## config.mk

```make
export PLATFORM = sky130hd
export DESIGN_NAME = qdsc_top
export DESIGN_NICKNAME = d
export VERILOG_FILES = /design/src/rtl/qdsc_pkg.sv /design/src/rtl/qdsc_bank.sv /design/src/rtl/qdsc_sync.sv /design/src/rtl/qdsc_top.sv
export SDC_FILE = /design/constraint.sdc
export NUM_CORES = 1
export LEC_CHECK = 0
export ABC_AREA = 0
export BUFFER_PORTS_ARGS = -buffer_cell sky130_fd_sc_hd__buf_2
export CAP_MARGIN = 30
export CORE_MARGIN = 5
export CORE_UTILIZATION = 31
export DETAILED_ROUTE_END_ITERATION = 6
export GPL_ROUTABILITY_DRIVEN = 0
export SETUP_SLACK_MARGIN = 0.2
export SYNTH_ARGS = -nofsm -noshare
export SYNTH_HDL_FRONTEND = slang
export SYNTH_SLANG_ARGS = --single-unit
```

## constraint.sdc

```tcl
create_clock -name clock -period 2.7 [get_ports clock]
set_clock_uncertainty 0.2 [all_clocks]
set_input_delay 0.27 -clock clock [delete_from_list [all_inputs] [get_ports clock]]
set_output_delay 0.27 -clock clock [all_outputs]
set_load 0.02 [all_outputs]
```

## src/rtl/qdsc_pkg.sv

```systemverilog
// qdsc_pkg: shared constants for the quad dac serial control block
// assumes: included before every other qdsc design file
package qdsc_pkg;
  localparam int CHANNELS = 4;
  localparam int CODE_W = 16;
  localparam int SPAN_W = 4;
  localparam int FRAME_BITS = 24;
  localparam int PREFIX_BITS = 8;
  localparam int HEADER_BITS = 8;
  localparam int ADDR_W = 8;
  localparam int DATA_W = 32;
  // register byte offsets
  localparam logic [7:0] OFS_STATUS = 8'h00;
  localparam logic [7:0] OFS_MASK = 8'h04;
  localparam logic [7:0] OFS_STATE = 8'h08;
  localparam logic [7:0] OFS_CODE0 = 8'h10;
  localparam logic [7:0] OFS_SPAN0 = 8'h20;
  // status / mask bit positions
  localparam int EV_FRAME = 0;
  localparam int EV_UPDATE = 1;
  localparam int EV_CLEAR = 2;
  localparam int EV_W = 3;
  // state register fields
  localparam int ST_FLAG = 0;
  localparam int ST_SELECT = 1;
  localparam int ST_SLEEP_LSB = 4;
  // reset values
  localparam logic [EV_W-1:0] MASK_RST = 3'h0;
  // pin synchroniser order and reset levels
  localparam int PIN_W = 5;
  localparam logic [PIN_W-1:0] PIN_RST = 5'h1C;
  localparam int PIN_SCLK = 0;
  localparam int PIN_SDI = 1;
  localparam int PIN_SEL = 2;
  localparam int PIN_UPD = 3;
  localparam int PIN_CLR = 4;
  // readback pointer kinds
  typedef enum logic [1:0] {
    QDSC_B1_SPAN = 2'h0,
    QDSC_B1_CODE = 2'h1,
    QDSC_B2_SPAN = 2'h2,
    QDSC_B2_CODE = 2'h3
  } qdsc_kind_t;
  // command field codes
  localparam logic [3:0] CMD_WR_SPAN = 4'h2;
  localparam logic [3:0] CMD_WR_CODE = 4'h3;
  localparam logic [3:0] CMD_UPD_N = 4'h4;
  localparam logic [3:0] CMD_UPD_ALL = 4'h5;
  localparam logic [3:0] CMD_WRS_UPD_N = 4'h6;
  localparam logic [3:0] CMD_WRC_UPD_N = 4'h7;
  localparam logic [3:0] CMD_WRS_UPD_ALL = 4'h8;
  localparam logic [3:0] CMD_WRC_UPD_ALL = 4'h9;
  localparam logic [3:0] CMD_RD_B1_SPAN = 4'hA;
  localparam logic [3:0] CMD_RD_B1_CODE = 4'hB;
  localparam logic [3:0] CMD_RD_B2_SPAN = 4'hC;
  localparam logic [3:0] CMD_RD_B2_CODE = 4'hD;
  localparam logic [3:0] CMD_SLEEP = 4'hE;
  localparam logic [3:0] CMD_NOP = 4'hF;
endpackage

```

## src/rtl/qdsc_bank.sv

```systemverilog
// qdsc_bank: holding and active code/span buffers for every channel
// assumes: write, update and clear strobes come from the control logic on clock
`timescale 1ns/1ps
module qdsc_bank
  import qdsc_pkg::*;
(
  input wire logic clock,
  input wire logic reset_n,
  input wire logic [qdsc_pkg::CHANNELS-1:0] wr_code,
  input wire logic [qdsc_pkg::CHANNELS-1:0] wr_span,
  input wire logic [qdsc_pkg::CODE_W-1:0] wr_data,
  input wire logic [qdsc_pkg::CHANNELS-1:0] upd,
  input wire logic clr,
  output logic [qdsc_pkg::CHANNELS*qdsc_pkg::CODE_W-1:0] hold_code,
  output logic [qdsc_pkg::CHANNELS*qdsc_pkg::SPAN_W-1:0] hold_span,
  output logic [qdsc_pkg::CHANNELS*qdsc_pkg::CODE_W-1:0] act_code,
  output logic [qdsc_pkg::CHANNELS*qdsc_pkg::SPAN_W-1:0] act_span
);
  genvar c;
  generate
    for (c = 0; c < CHANNELS; c++) begin : g_ch
      logic [CODE_W-1:0] hc_r, hc_nxt, ac_r, ac_nxt;
      logic [SPAN_W-1:0] hs_r, hs_nxt, as_r, as_nxt;
      // writes touch the holding buffer only; active takes a copy on update
      always_comb begin
        hc_nxt = wr_code[c] ? wr_data : hc_r;
        hs_nxt = wr_span[c] ? wr_data[SPAN_W-1:0] : hs_r;
        ac_nxt = upd[c] ? hc_nxt : ac_r;
        as_nxt = upd[c] ? hs_nxt : as_r;
        if (clr) begin
          ac_nxt = '0;
          as_nxt = '0;
        end
      end
      always_ff @(posedge clock) begin
        if (!reset_n) begin
          hc_r <= '0;
          hs_r <= '0;
          ac_r <= '0;
          as_r <= '0;
        end else begin
          hc_r <= hc_nxt;
          hs_r <= hs_nxt;
          ac_r <= ac_nxt;
          as_r <= as_nxt;
        end
      end
      assign hold_code[c*CODE_W +: CODE_W] = hc_r;
      assign hold_span[c*SPAN_W +: SPAN_W] = hs_r;
      assign act_code[c*CODE_W +: CODE_W] = ac_r;
      assign act_span[c*SPAN_W +: SPAN_W] = as_r;
    end
  endgenerate
endmodule

```

## src/rtl/qdsc_sync.sv

```systemverilog
// qdsc_sync: two flip-flop synchroniser, one per pin
// assumes: pins are asynchronous to clock; reset levels are constants
`timescale 1ns/1ps
module qdsc_sync #(
  parameter int WIDTH = 1,
  parameter logic [WIDTH-1:0] RST_VAL = '0
) (
  input wire logic clock,
  input wire logic reset_n,
  input wire logic [WIDTH-1:0] pin_in,
  output logic [WIDTH-1:0] pin_sync
);
  genvar i;
  // first stage feeds only the second stage
  generate
    for (i = 0; i < WIDTH; i++) begin : g_bit
      logic meta_r;
      logic meta_nxt;
      logic sync_r;
      logic sync_nxt;
      always_comb begin
        meta_nxt = pin_in[i];
        sync_nxt = meta_r;
      end
      always_ff @(posedge clock) begin
        if (!reset_n) begin
          meta_r <= RST_VAL[i];
          sync_r <= RST_VAL[i];
        end else begin
          meta_r <= meta_nxt;
          sync_r <= sync_nxt;
        end
      end
      assign pin_sync[i] = sync_r;
    end
  endgenerate
endmodule

```

## src/rtl/qdsc_top.sv

```systemverilog
// qdsc_top: serial control front end of a quad dac with readback
// assumes: serial and async pins arrive from outside the clock domain;
// the register port is driven by logic on clock
//
// Added by the designer: the plain strobed port and the address map.
`timescale 1ns/1ps

// Contract
// - While select is low each rising serial clock edge captures one serial input bit.
// - While select is low the readback output changes only on falling serial clock edges.
// - Readback bits start only after the last address bit has been captured.
// - The host frames a transfer with select low and the command runs when select rises.
// - While the async update input is low all holding buffers copy into the active buffers.
// - While the async clear input is low all active codes and spans are forced to zero.
// - The reset flag goes low after power-on reset and after any clear.
// - The reset flag goes high when an update executes and stays high until reset or clear.
// - A frame is 24 bits msb first: command nibble, address nibble, 16 data bits.
// - Readback is released while select is high and driven low until readback data starts.
// - Writes change holding buffers only; active buffers change only by an update copy or a clear.
module qdsc_top
  import qdsc_pkg::*;
(
  input wire logic clock,
  input wire logic reset_n,
  input wire logic serial_clk,
  input wire logic serial_in,
  input wire logic select_load_n,
  input wire logic async_update_n,
  input wire logic async_clear_n,
  output logic readback_out,
  output logic readback_oe,
  output logic reset_flag_n,
  output logic irq,
  input wire logic [qdsc_pkg::ADDR_W-1:0] reg_addr,
  input wire logic [qdsc_pkg::DATA_W-1:0] reg_wdata,
  input wire logic reg_wr,
  input wire logic reg_rd,
  output logic [qdsc_pkg::DATA_W-1:0] reg_rdata
);
  import qdsc_pkg::*;

  // the two-bit channel index and the 16-bit readback word assume these sizes
  if ((CHANNELS != 4) || (CODE_W != 16) || (SPAN_W != 4)) begin : g_size_check
    $error("qdsc_top: unsupported channel count or field width");
  end

  logic [PIN_W-1:0] pins;
  logic sclk_s, sdi_s, sel_n_s, upd_n_s, clr_n_s;
  logic sclk_d_r, sclk_d_nxt, sel_d_r, sel_d_nxt;
  logic sclk_rise, sclk_fall, sel_fall, sel_rise;

  // every pin passes two flip-flops before use
  qdsc_sync #(.WIDTH(PIN_W), .RST_VAL(PIN_RST)) u_sync (
    .clock(clock),
    .reset_n(reset_n),
    .pin_in({async_clear_n, async_update_n, select_load_n, serial_in, serial_clk}),
    .pin_sync(pins)
  );
  assign sclk_s = pins[PIN_SCLK];
  assign sdi_s = pins[PIN_SDI];
  assign sel_n_s = pins[PIN_SEL];
  assign upd_n_s = pins[PIN_UPD];
  assign clr_n_s = pins[PIN_CLR];

  // edge detection on the synchronised serial clock and select
  always_comb begin
    sclk_d_nxt = sclk_s;
    sel_d_nxt = sel_n_s;
  end
  always_ff @(posedge clock) begin
    if (!reset_n) begin
      sclk_d_r <= 1'b0;
      sel_d_r <= 1'b1;
    end else begin
      sclk_d_r <= sclk_d_nxt;
      sel_d_r <= sel_d_nxt;
    end
  end
  assign sclk_rise = sclk_s & ~sclk_d_r & ~sel_n_s;
  assign sclk_fall = ~sclk_s & sclk_d_r & ~sel_n_s;
  assign sel_fall = ~sel_n_s & sel_d_r;
  assign sel_rise = sel_n_s & ~sel_d_r;

  // buffer bank
  logic [CHANNELS-1:0] wr_code, wr_span, upd;
  logic [CODE_W-1:0] wr_data;
  logic [CHANNELS*CODE_W-1:0] hold_code, act_code;
  logic [CHANNELS*SPAN_W-1:0] hold_span, act_span;
  qdsc_bank u_bank (
    .clock(clock),
    .reset_n(reset_n),
    .wr_code(wr_code),
    .wr_span(wr_span),
    .wr_data(wr_data),
    .upd(upd),
    .clr(~clr_n_s),
    .hold_code(hold_code),
    .hold_span(hold_span),
    .act_code(act_code),
    .act_span(act_span)
  );

  // picks the 16-bit readback word of one buffer of one channel
  function automatic logic [CODE_W-1:0] rb_word(input qdsc_kind_t k, input logic [1:0] ch,
                                                input logic [CHANNELS-1:0] slp);
    logic [CODE_W-1:0] w;
    w = '0;
    case (k)
      QDSC_B1_SPAN: w = {11'h000, slp[ch], hold_span[ch*SPAN_W +: SPAN_W]};
      QDSC_B1_CODE: w = hold_code[ch*CODE_W +: CODE_W];
      QDSC_B2_SPAN: w = {11'h000, slp[ch], act_span[ch*SPAN_W +: SPAN_W]};
      QDSC_B2_CODE: w = act_code[ch*CODE_W +: CODE_W];
      default: w = '0;
    endcase
    return w;
  endfunction

  // serial shift, readback and frame decode state
  logic [FRAME_BITS-1:0] sh_r, sh_nxt;
  logic [5:0] cnt_r, cnt_nxt;
  logic prefix_r, prefix_nxt;
  logic [CODE_W-1:0] rb_r, rb_nxt;
  logic armed_r, armed_nxt;
  logic out_r, out_nxt, oe_r, oe_nxt;
  qdsc_kind_t ptr_kind_r, ptr_kind_nxt;
  logic [1:0] ptr_ch_r, ptr_ch_nxt;
  logic [CHANNELS-1:0] sleep_r, sleep_nxt;
  logic flag_r, flag_nxt;
  logic ev_frame, ev_update;
  logic [FRAME_BITS-1:0] new_sh;
  logic [3:0] h_cmd, h_addr, cmd, addr;
  logic [1:0] ch;
  logic addr_ok, is_read, hdr_now;
  logic [CHANNELS-1:0] one_ch;

  assign new_sh = {sh_r[FRAME_BITS-2:0], sdi_s};
  assign h_cmd = new_sh[7:4];
  assign h_addr = new_sh[3:0];
  assign cmd = sh_r[FRAME_BITS-1 -: 4];
  assign addr = sh_r[FRAME_BITS-5 -: 4];
  assign ch = addr[1:0];
  assign addr_ok = (addr[3:2] == 2'h0);
  assign one_ch = addr_ok ? (CHANNELS'(1) << ch) : '0;
  assign is_read = (h_cmd >= CMD_RD_B1_SPAN) && (h_cmd <= CMD_RD_B2_CODE);
  // header is complete at bit 8, or at bit 16 after an all-zero leading byte
  assign hdr_now = sclk_rise && (((cnt_nxt == 6'(HEADER_BITS)) && (h_cmd != 4'h0))
                   || ((cnt_nxt == 6'(PREFIX_BITS + HEADER_BITS)) && prefix_r));

  always_comb begin
    sh_nxt = sh_r;
    cnt_nxt = cnt_r;
    prefix_nxt = prefix_r;
    rb_nxt = rb_r;
    armed_nxt = armed_r;
    out_nxt = out_r;
    oe_nxt = ~sel_n_s;
    ptr_kind_nxt = ptr_kind_r;
    ptr_ch_nxt = ptr_ch_r;
    sleep_nxt = sleep_r;
    flag_nxt = flag_r;
    wr_code = '0;
    wr_span = '0;
    wr_data = sh_r[CODE_W-1:0];
    upd = '0;
    ev_frame = 1'b0;
    ev_update = 1'b0;
    if (sel_fall) begin
      cnt_nxt = '0;
      prefix_nxt = 1'b0;
      armed_nxt = 1'b0;
      out_nxt = 1'b0;
    end else if (sel_n_s) begin
      out_nxt = 1'b0;
      armed_nxt = 1'b0;
    end
    if (sclk_rise) begin
      sh_nxt = new_sh;
      cnt_nxt = (cnt_r == 6'h3F) ? cnt_r : cnt_r + 6'h01;
      if ((cnt_nxt == 6'(HEADER_BITS)) && (new_sh[7:0] == 8'h00))
        prefix_nxt = 1'b1;
    end
    if (hdr_now) begin
      // read commands show their own buffer, others the previous pointer
      armed_nxt = 1'b1;
      if (is_read)
        rb_nxt = rb_word(qdsc_kind_t'(h_cmd[1:0] ^ 2'h2), h_addr[1:0], sleep_r);
      else
        rb_nxt = rb_word(ptr_kind_r, ptr_ch_r, sleep_r);
    end
    if (sclk_fall && armed_r) begin
      out_nxt = rb_r[CODE_W-1];
      rb_nxt = {rb_r[CODE_W-2:0], 1'b0};
    end
    // decode the last 24 bits when select returns high
    if (sel_rise && (cnt_r >= 6'(FRAME_BITS)) && addr_ok) begin
      ev_frame = 1'b1;
      ptr_ch_nxt = ch;
      case (cmd)
        CMD_WR_SPAN: begin
          wr_span = one_ch;
          ptr_kind_nxt = QDSC_B1_SPAN;
        end
        CMD_WR_CODE: begin
          wr_code = one_ch;
          ptr_kind_nxt = QDSC_B1_CODE;
        end
        CMD_UPD_N: begin
          upd = one_ch;
          ptr_kind_nxt = QDSC_B2_SPAN;
        end
        CMD_UPD_ALL: begin
          upd = '1;
          ptr_kind_nxt = QDSC_B2_CODE;
          ptr_ch_nxt = 2'h0;
        end
        CMD_WRS_UPD_N: begin
          wr_span = one_ch;
          upd = one_ch;
          ptr_kind_nxt = QDSC_B2_SPAN;
        end
        CMD_WRC_UPD_N: begin
          wr_code = one_ch;
          upd = one_ch;
          ptr_kind_nxt = QDSC_B2_CODE;
        end
        CMD_WRS_UPD_ALL: begin
          wr_span = one_ch;
          upd = '1;
          ptr_kind_nxt = QDSC_B2_SPAN;
        end
        CMD_WRC_UPD_ALL: begin
          wr_code = one_ch;
          upd = '1;
          ptr_kind_nxt = QDSC_B2_CODE;
        end
        CMD_RD_B1_SPAN, CMD_RD_B1_CODE, CMD_RD_B2_SPAN, CMD_RD_B2_CODE: begin
          ptr_kind_nxt = qdsc_kind_t'(cmd[1:0] ^ 2'h2);
        end
        CMD_SLEEP: begin
          sleep_nxt = sleep_r | one_ch;
          ptr_kind_nxt = QDSC_B2_SPAN;
        end
        CMD_NOP: ptr_kind_nxt = QDSC_B2_CODE;
        // reserved codes leave the pointer alone and raise no event
        default: begin
          ev_frame = 1'b0;
          ptr_ch_nxt = ptr_ch_r;
        end
      endcase
    end
    if (!upd_n_s)
      upd = '1;
    if (upd != '0) begin
      ev_update = 1'b1;
      sleep_nxt = sleep_nxt & ~upd;
      flag_nxt = 1'b1;
    end
    if (!clr_n_s)
      flag_nxt = 1'b0;
  end

  always_ff @(posedge clock) begin
    if (!reset_n) begin
      sh_r <= '0;
      cnt_r <= '0;
      prefix_r <= 1'b0;
      rb_r <= '0;
      armed_r <= 1'b0;
      out_r <= 1'b0;
      oe_r <= 1'b0;
      ptr_kind_r <= QDSC_B2_CODE;
      ptr_ch_r <= 2'h0;
      sleep_r <= '0;
      flag_r <= 1'b0;
    end else begin
      sh_r <= sh_nxt;
      cnt_r <= cnt_nxt;
      prefix_r <= prefix_nxt;
      rb_r <= rb_nxt;
      armed_r <= armed_nxt;
      out_r <= out_nxt;
      oe_r <= oe_nxt;
      ptr_kind_r <= ptr_kind_nxt;
      ptr_ch_r <= ptr_ch_nxt;
      sleep_r <= sleep_nxt;
      flag_r <= flag_nxt;
    end
  end
  assign readback_out = out_r;
  assign readback_oe = oe_r;
  assign reset_flag_n = flag_r;

  // status, mask, interrupt and register read port
  logic [EV_W-1:0] stat_r, stat_nxt, mask_r, mask_nxt, ev;
  logic irq_r, irq_nxt;
  logic [DATA_W-1:0] rdata_r, rdata_nxt;
  logic [1:0] ridx;
  assign ev = {~clr_n_s, ev_update, ev_frame};
  assign ridx = reg_addr[3:2];

  always_comb begin
    stat_nxt = stat_r;
    mask_nxt = mask_r;
    rdata_nxt = '0;
    // a write of one clears; a new event in the same cycle wins
    if (reg_wr && (reg_addr == OFS_STATUS))
      stat_nxt = stat_r & ~reg_wdata[EV_W-1:0];
    if (reg_wr && (reg_addr == OFS_MASK))
      mask_nxt = reg_wdata[EV_W-1:0];
    stat_nxt = stat_nxt | ev;
    irq_nxt = |(stat_nxt & mask_nxt);
    if (reg_rd) begin
      if (reg_addr == OFS_STATUS)
        rdata_nxt = DATA_W'(stat_r);
      else if (reg_addr == OFS_MASK)
        rdata_nxt = DATA_W'(mask_r);
      else if (reg_addr == OFS_STATE)
        rdata_nxt = DATA_W'({sleep_r, 2'h0, sel_n_s, flag_r});
      // upper nibble picks code or span, bits 3:2 pick the channel
      else if ((reg_addr[7:4] == OFS_CODE0[7:4]) && (reg_addr[1:0] == 2'h0))
        rdata_nxt = DATA_W'(act_code[ridx*CODE_W +: CODE_W]);
      else if ((reg_addr[7:4] == OFS_SPAN0[7:4]) && (reg_addr[1:0] == 2'h0))
        rdata_nxt = DATA_W'(act_span[ridx*SPAN_W +: SPAN_W]);
      else
        rdata_nxt = '0;
    end
  end

  always_ff @(posedge clock) begin
    if (!reset_n) begin
      stat_r <= '0;
      mask_r <= MASK_RST;
      irq_r <= 1'b0;
      rdata_r <= '0;
    end else begin
      stat_r <= stat_nxt;
      mask_r <= mask_nxt;
      irq_r <= irq_nxt;
      rdata_r <= rdata_nxt;
    end
  end
  assign irq = irq_r;
  assign reg_rdata = rdata_r;
endmodule

```

-- Word-level counts from Yosys, hierarchy flattened
Cells that the tools add are included.
- flip-flop bits (word level): 270
- logic and storage cells: 208
- bits of input ports: 49
- output and inout port bits: 36
- shift operators: 11
- muxes and demuxes: 50
- order comparisons: 5
- reductions and logical operators: 44
- add/sub/neg operators: 1
- equality and inequality tests: 28
- bitwise operators: 22
- operator list (kind ; number):
    $shiftx 64x7->16 ; 5
    $mux 16 ; 8
    $pmux 16 s4 ; 2
    $shiftx 16x5->4 ; 5
    $mux 4 ; 15
    $eq 4x4->1 const B ; 8
    $mux 6 ; 3
    $eq 4x3->1 const B ; 4
    $logic_not 8->1 ; 2
    $reduce_or 4->1 ; 4
    $reduce_or 3->1 ; 5
    $reduce_or 14->1 ; 1
    $reduce_or 13->1 ; 1
    $eq 4x2->1 const B ; 3
    $eq 6x4->1 const B ; 2
    $logic_and 1x1->1 ; 12
    $mux 1 ; 12
    $mux 3 ; 4
    $pmux 2 s5 ; 1
    $not 1->1 ; 9
    $eq 2x2->1 const B ; 4
    $eq 8x3->1 const B ; 1
    $eq 8x4->1 const B ; 1
    $logic_not 2->1 ; 4
    30 further kinds ; 45

-- Logic depth before layout (Yosys ltp)
- depth in word-level cells: 11
- mapped depth: 11
- depth with buffers taken out: 8

-- Hierarchy
Synthesis repeated with hierarchy kept, for this count alone.
- cell total of the unflattened synthesis: 1378
- area total of the unflattened synthesis: 13384.1 um^2
- modules (own cells, without submodules) (module ; times used ; area an instance (um^2) ; sequential area each (um^2) ; cells each):
    qdsc_top ; 1 ; 7243.2 ; 1681.6 ; 822
    qdsc_bank ; 1 ; 5840.6 ; 3203.1 ; 531
    qdsc_sync ; 1 ; 300.3 ; 200.2 ; 25

-- Worst setup path before layout
OpenSTA, ideal clock, no wires.
- path type: reg2reg
- start point: reg u_sync.g_bit[0].sync_r
- end point: reg rb_r[0]
- data required time: 2400 ps
- buffers on the path: 2
- data arrival time: 2224 ps
- slack: 176 ps
- library setup time: 100 ps
- clock period less this slack: 2524 ps
- stages on the path, launching flop included: 10
- cell sequence: dfxtp_1 or3b_1 buf_6 o221a_1 or3b_1 mux2i_1 and4b_1 buf_4 nor2_1 a2111oi_4
- cells in the longest elaborated chain, start to end: 7
- elaborated cells between the ends (all ways): 14
- classes of those cells: eq/ne: 2; mux: 1; bitwise: 5; reduce/logical: 6
- ends and longest elaborated chain (what ; line ; text):
    start: declaration ; qdsc_sync.sv:19 ; logic sync_r;
    start signal: assignment ; qdsc_sync.sv:28 ; sync_r <= RST_VAL[i];
    start signal: assignment ; qdsc_sync.sv:31 ; sync_r <= sync_nxt;
    $and 1x1->1 (2 in a row) ; qdsc_top.sv:79 ; assign sclk_rise = sclk_s & ~sclk_d_r & ~sel_n_s;
    $mux 6 ; qdsc_top.sv:176 ; if (sclk_rise) begin
    $eq 6x4->1 or $eq 6x5->1 (tied branches) ; qdsc_top.sv:146, qdsc_top.sv:147 ;
    $logic_and 1x1->1, on equally long branches ; qdsc_top.sv:146, qdsc_top.sv:147 ;
    $logic_or 1x1->1 ; qdsc_top.sv:147 ; || ((cnt_nxt == 6'(PREFIX_BITS + HEADER_BITS)) && prefix_r));
    $logic_and 1x1->1 ; qdsc_top.sv:146 ; assign hdr_now = sclk_rise && (((cnt_nxt == 6'(HEADER_BITS)) && (h_cmd != 4'h0))
    end signal: assignment ; qdsc_top.sv:279 ; rb_r <= rb_nxt;
    end: declaration ; qdsc_top.sv:122 ; logic [CODE_W-1:0] rb_r, rb_nxt;
Parallel ways exist; a longest one is shown, timed or not.
A chain may end at the register's enable or synchronous reset.

-- Final worst setup path
- start point: reg u_sync.g_bit[2].sync_r
- end point: reg rb_r[0]
- cells in the longest elaborated chain, start to end: 8
- elaborated cells between the ends (all ways): 14
- classes of those cells: eq/ne: 2; mux: 2; bitwise: 4; reduce/logical: 6
- ends and longest elaborated chain (what ; line ; text):
    start: declaration ; qdsc_sync.sv:19 ;
    start signal: assignment ; qdsc_sync.sv:28 ;
    start signal: assignment ; qdsc_sync.sv:31 ;
    $not 1->1 (*) ; qdsc_top.sv:79, qdsc_top.sv:80, qdsc_top.sv:81 ;
    $and 1x1->1 ; qdsc_top.sv:81 ; assign sel_fall = ~sel_n_s & sel_d_r;
    $mux 6 ; qdsc_top.sv:167 ; if (sel_fall) begin
    $mux 6 ; qdsc_top.sv:176 ;
    $eq 6x4->1 or $eq 6x5->1 (tied branches) ; qdsc_top.sv:146, qdsc_top.sv:147 ;
    $logic_and 1x1->1, on equally long branches ; qdsc_top.sv:146, qdsc_top.sv:147 ;
    $logic_or 1x1->1 ; qdsc_top.sv:147 ;
    $logic_and 1x1->1 ; qdsc_top.sv:146 ;
Mark *: on every way between the ends. The rest lies on a longest branch, timed or not.

==> results.json <==
{
  "dr.first_iter.drc_count": 945,
  "cp-endpoint": "rb_r[0]",
  "die-area_mm2": 0.04524,
  "cp-end-kind": "register",
  "crit-reg2reg-launch": "u_sync.g_bit[2].sync_r",
  "grt_pass1_vias": 11040,
  "slowest_stage": "or3b_4",
  "synth_common_cells": "254 x dfxtp_1, 245 x nor2_1, 205 x nand2_1",
  "power.density_mw_per_mm2": 555.6,
  "cts_tree": "built",
  "timing.critical_path.from": "u_sync.g_bit[2].sync_r",
  "numCtsBuffers": 28,
  "clockRootBuffer": "clkbuf_16",
  "clock_latency_ns": 0.57,
  "grt_pass1_wl_um": 63780,
  "ys_async_sr_fraction_pct": 0,
  "diodes": 0,
  "synthCells": 1467,
  "fp.dieH_um": 212.7,
  "wl_per_cell_um": 20.08,
  "maxSlewViolCount": 0,
  "comb_power_share_pct": 5.9,
  "worstMarginPinSlew_ns": 0.7793,
  "ioPinCount": 85,
  "grt_usage_pct": 17.86,
  "relSlewSlack_pct": 47.86,
  "clkSinkCount": 254,
  "synth.largest_area_cell": "dfxtp_1",
  "p_seq_share_pct": 46.2,
  "syn_area_mm2": 0.01274,
  "path_buf_inv": 1,
  "coreArea_mm2": 0.04074,
  "p_int_mw": 6.443,
  "final_cells": 2065,
  "final-hold-violation-count": 0,
  "wl_met1_um": 17570,
  "ctsHtreeMaxLevel": 1,
  "hold_path.class": "input pin to register",
  "start_util_pct": 31.27,
  "wl_um": 41460,
  "p_switching_mw": 1.955,
  "path_delay_family": "simple AND/OR/NAND/NOR gates",
  "critPathMaxStageDelay_ns": 0.40,
  "rr_endpoint": "rb_r[0]",
  "antenna_found_initial": 0,
  "ys_types": 65,
  "grt-ovfl-total": 0,
  "vias": 11400,
  "std_cell_rows": 74,
  "drcViolationCount": 0,
  "io_buffers": 39,
  "fin_crit_sh_pct": 92.26,
  "synth-seq-cells": 254,
  "irDropWorstVdd_uv": 462.3,
  "nets": 1563,
  "setup_tns_ns": 0,
  "clk_pin_slew_ns": 0.06,
  "cts_buffer_depth": 3,
  "p_leak_nw": 5.310,
  "post-place-cells": 1998,
  "run_status": "complete, no violations",
  "hold_start": "reg_addr[4]",
  "grt_max_degree": 45,
  "top_layer": "met4",
  "worst-path-stages": 8,
  "yosysWarnings": 0,
  "final_core_util_pct": 37.10,
  "sw_frac_of_total_pct": 23.28,
  "setup_viol": 0,
  "worstRegToRegCells": 8,
  "seq_area_frac_synth_pct": 39.92,
  "total_power_mw": 8.398,
  "fin_crit_ns": 2.491,
  "antenna_left": 0,
  "ff2ff_setup_slack_ns": 0.21,
  "path_cells": "or3b_4 > o221a_1 > or3b_1 > mux2i_1 > and4b_2 > buf_6 > nor2_1 > a2111oi_4",
  "syn_to_final_growth_pct": 18.66,
  "cap_viol_max_count": 0,
  "netlist_top_cells_area": "dfxtp_1 40%, mux2i_1 9.7%, mux4_2 8.8%, nor2_1 7.2%, nand2_1 6.0%",
  "synth.most_common_cell": "dfxtp_1",
  "criticalPathCategory": "register to register",
  "chipWidth_um": 212.7,
  "first_pass_iters": 6,
  "dp_hpwl_um": 27170,
  "wl_met3_um": 3345,
  "whs_ns": 0.03393,
  "yosys.area.top_type_share_pct": 39.92,
  "avgSynthCellArea_um2": 8.682,
  "clock.fmax_mhz": 401.5,
  "detailroute.wirelength.met2_um": 18830,
  "viasPerCell": 5.523,
  "cp_max_fo": 4,
  "layout-drive-gt1-share_pct": 17.16,
  "synth_edf_count": 0,
  "start_kind": "register",
  "ys.flop_type": "dfxtp_1",
  "clkPwrFrac_pct": 47.9,
  "rsz0062_at_grt": "yes",
  "crit_required_ns": 2.97,
  "worstPathArrival_ns": 2.76
}
## layout by cell type (no fill, tap or decap), drive strengths merged, types with 6 or more instances in the layout
cell type      n
a211oi        88
a21oi         61
a22oi          8
a31oi          6
a32oi         21
and2          13
and3          12
buf          132
clkbuf        41
conb          16
dfxtp        254
dlygate4sd3   12
inv           11
mux2i        124
mux4          50
nand2        205
nand2b        13
nand3         55
nand4         15
nor2         248
nor2b         11
nor3          12
o2111ai        7
o211ai        10
o21ai         20
o22ai          8
o31ai          7
## flip-flops by register name, summed over array words and instances (netlist names), 2 cells and up
| register | cells |
|---|---|
| stat_r | 3 |
| u_bank.g_ch.ac_r | 64 |
| u_sync.g_bit.meta_r | 5 |
| cnt_r | 6 |
| u_bank.g_ch.as_r | 16 |
| ptr_kind_r | 2 |
| u_bank.g_ch.hc_r | 64 |
| sh_r | 24 |
| u_bank.g_ch.hs_r | 16 |
| rb_r | 16 |
| reg_rdata | 16 |
| mask_r | 3 |
| u_sync.g_bit.sync_r | 5 |
| sleep_r | 4 |
| ptr_ch_r | 2 |
## metal layers
layer  track usage, %  vias up
met5                0        -
li1                 -     5286
met1            23.88     5494
met4            6.996        0
met2            29.02      504
met3            2.968      120
## tightest hold or removal path: cells and delay by family
| kind | cells | cell delay [ns] |
|---|---|---|
| AOI/OAI and AO/OA | 1 | 0.21 |
| and+or+nand+nor | 2 | 0.16 |
| buffers and inverters | 1 | 0.11 |
## power by group through the flow
stage	registers [mW]	clock network (mW)	logic, mW
finish	3.88	4.02	0.496
global route	3.88	4.25	0.537
CTS	3.87	4.08	0.493
detailed placement	3.96	0	0.476
global placement	3.95	0	0.470
floorplan	3.94	0	0.331
## kinds of logic (layout without fill, tap and decap cells)
kind of cell             count (synthesis)  after routing  share of synthesized area, %
AO/OA/AOI/OAI                          260            260                         14.30
XOR/XNOR                                 2              2                        0.1375
adder cells (fa/ha/maj)                  2              2                        0.1964
buffers and inverters                  156            207                         5.511
flip-flops                             254            254                         39.92
multiplexers                           176            176                         18.76
other                                    1             16                       0.02944
AND/OR/NAND/NOR                        616            616                         21.14
## worst min path at each step
stage                        endpoint  cells past startpoint
2_1_floorplan  u_sync.g_bit[2].meta_r                      1
3_3_place_gp   u_sync.g_bit[4].sync_r                      1
3_5_place_dp   u_sync.g_bit[3].sync_r                      1
4_1_cts                  reg_rdata[3]                      4
5_1_grt                  reg_rdata[2]                      3
6_report                 reg_rdata[3]                      4
## area by class of cell
class	count	area (um^2)
timing repair buffer	144	1249
clock inverter	10	132.6
multi-input combinational	1072	7086
inverter	12	47.55
clock buffer	41	840.8
sequential	254	5094
tap	532	665.6
fill	4071	25620
## through the flow
stage          worst slack, ns  instance area [um^2]
4_1_cts                 0.1801                 15050
2_1_floorplan           0.2066                 12800
5_1_grt                 0.1043                 15110
3_3_place_gp           0.03750                 13890
6_report                0.2090                 15110
3_5_place_dp           0.04311                 13890
## repair_timing
action | CTS | global route
pin swaps | 1 | 2
gates resized for setup | 9 | 16
hold endpoints to repair | 19 | 0
setup endpoints to repair | 15 | 114
setup buffers | 3 | 1
hold buffers | 12 | 0
Power figures use the tool's default switching activity.
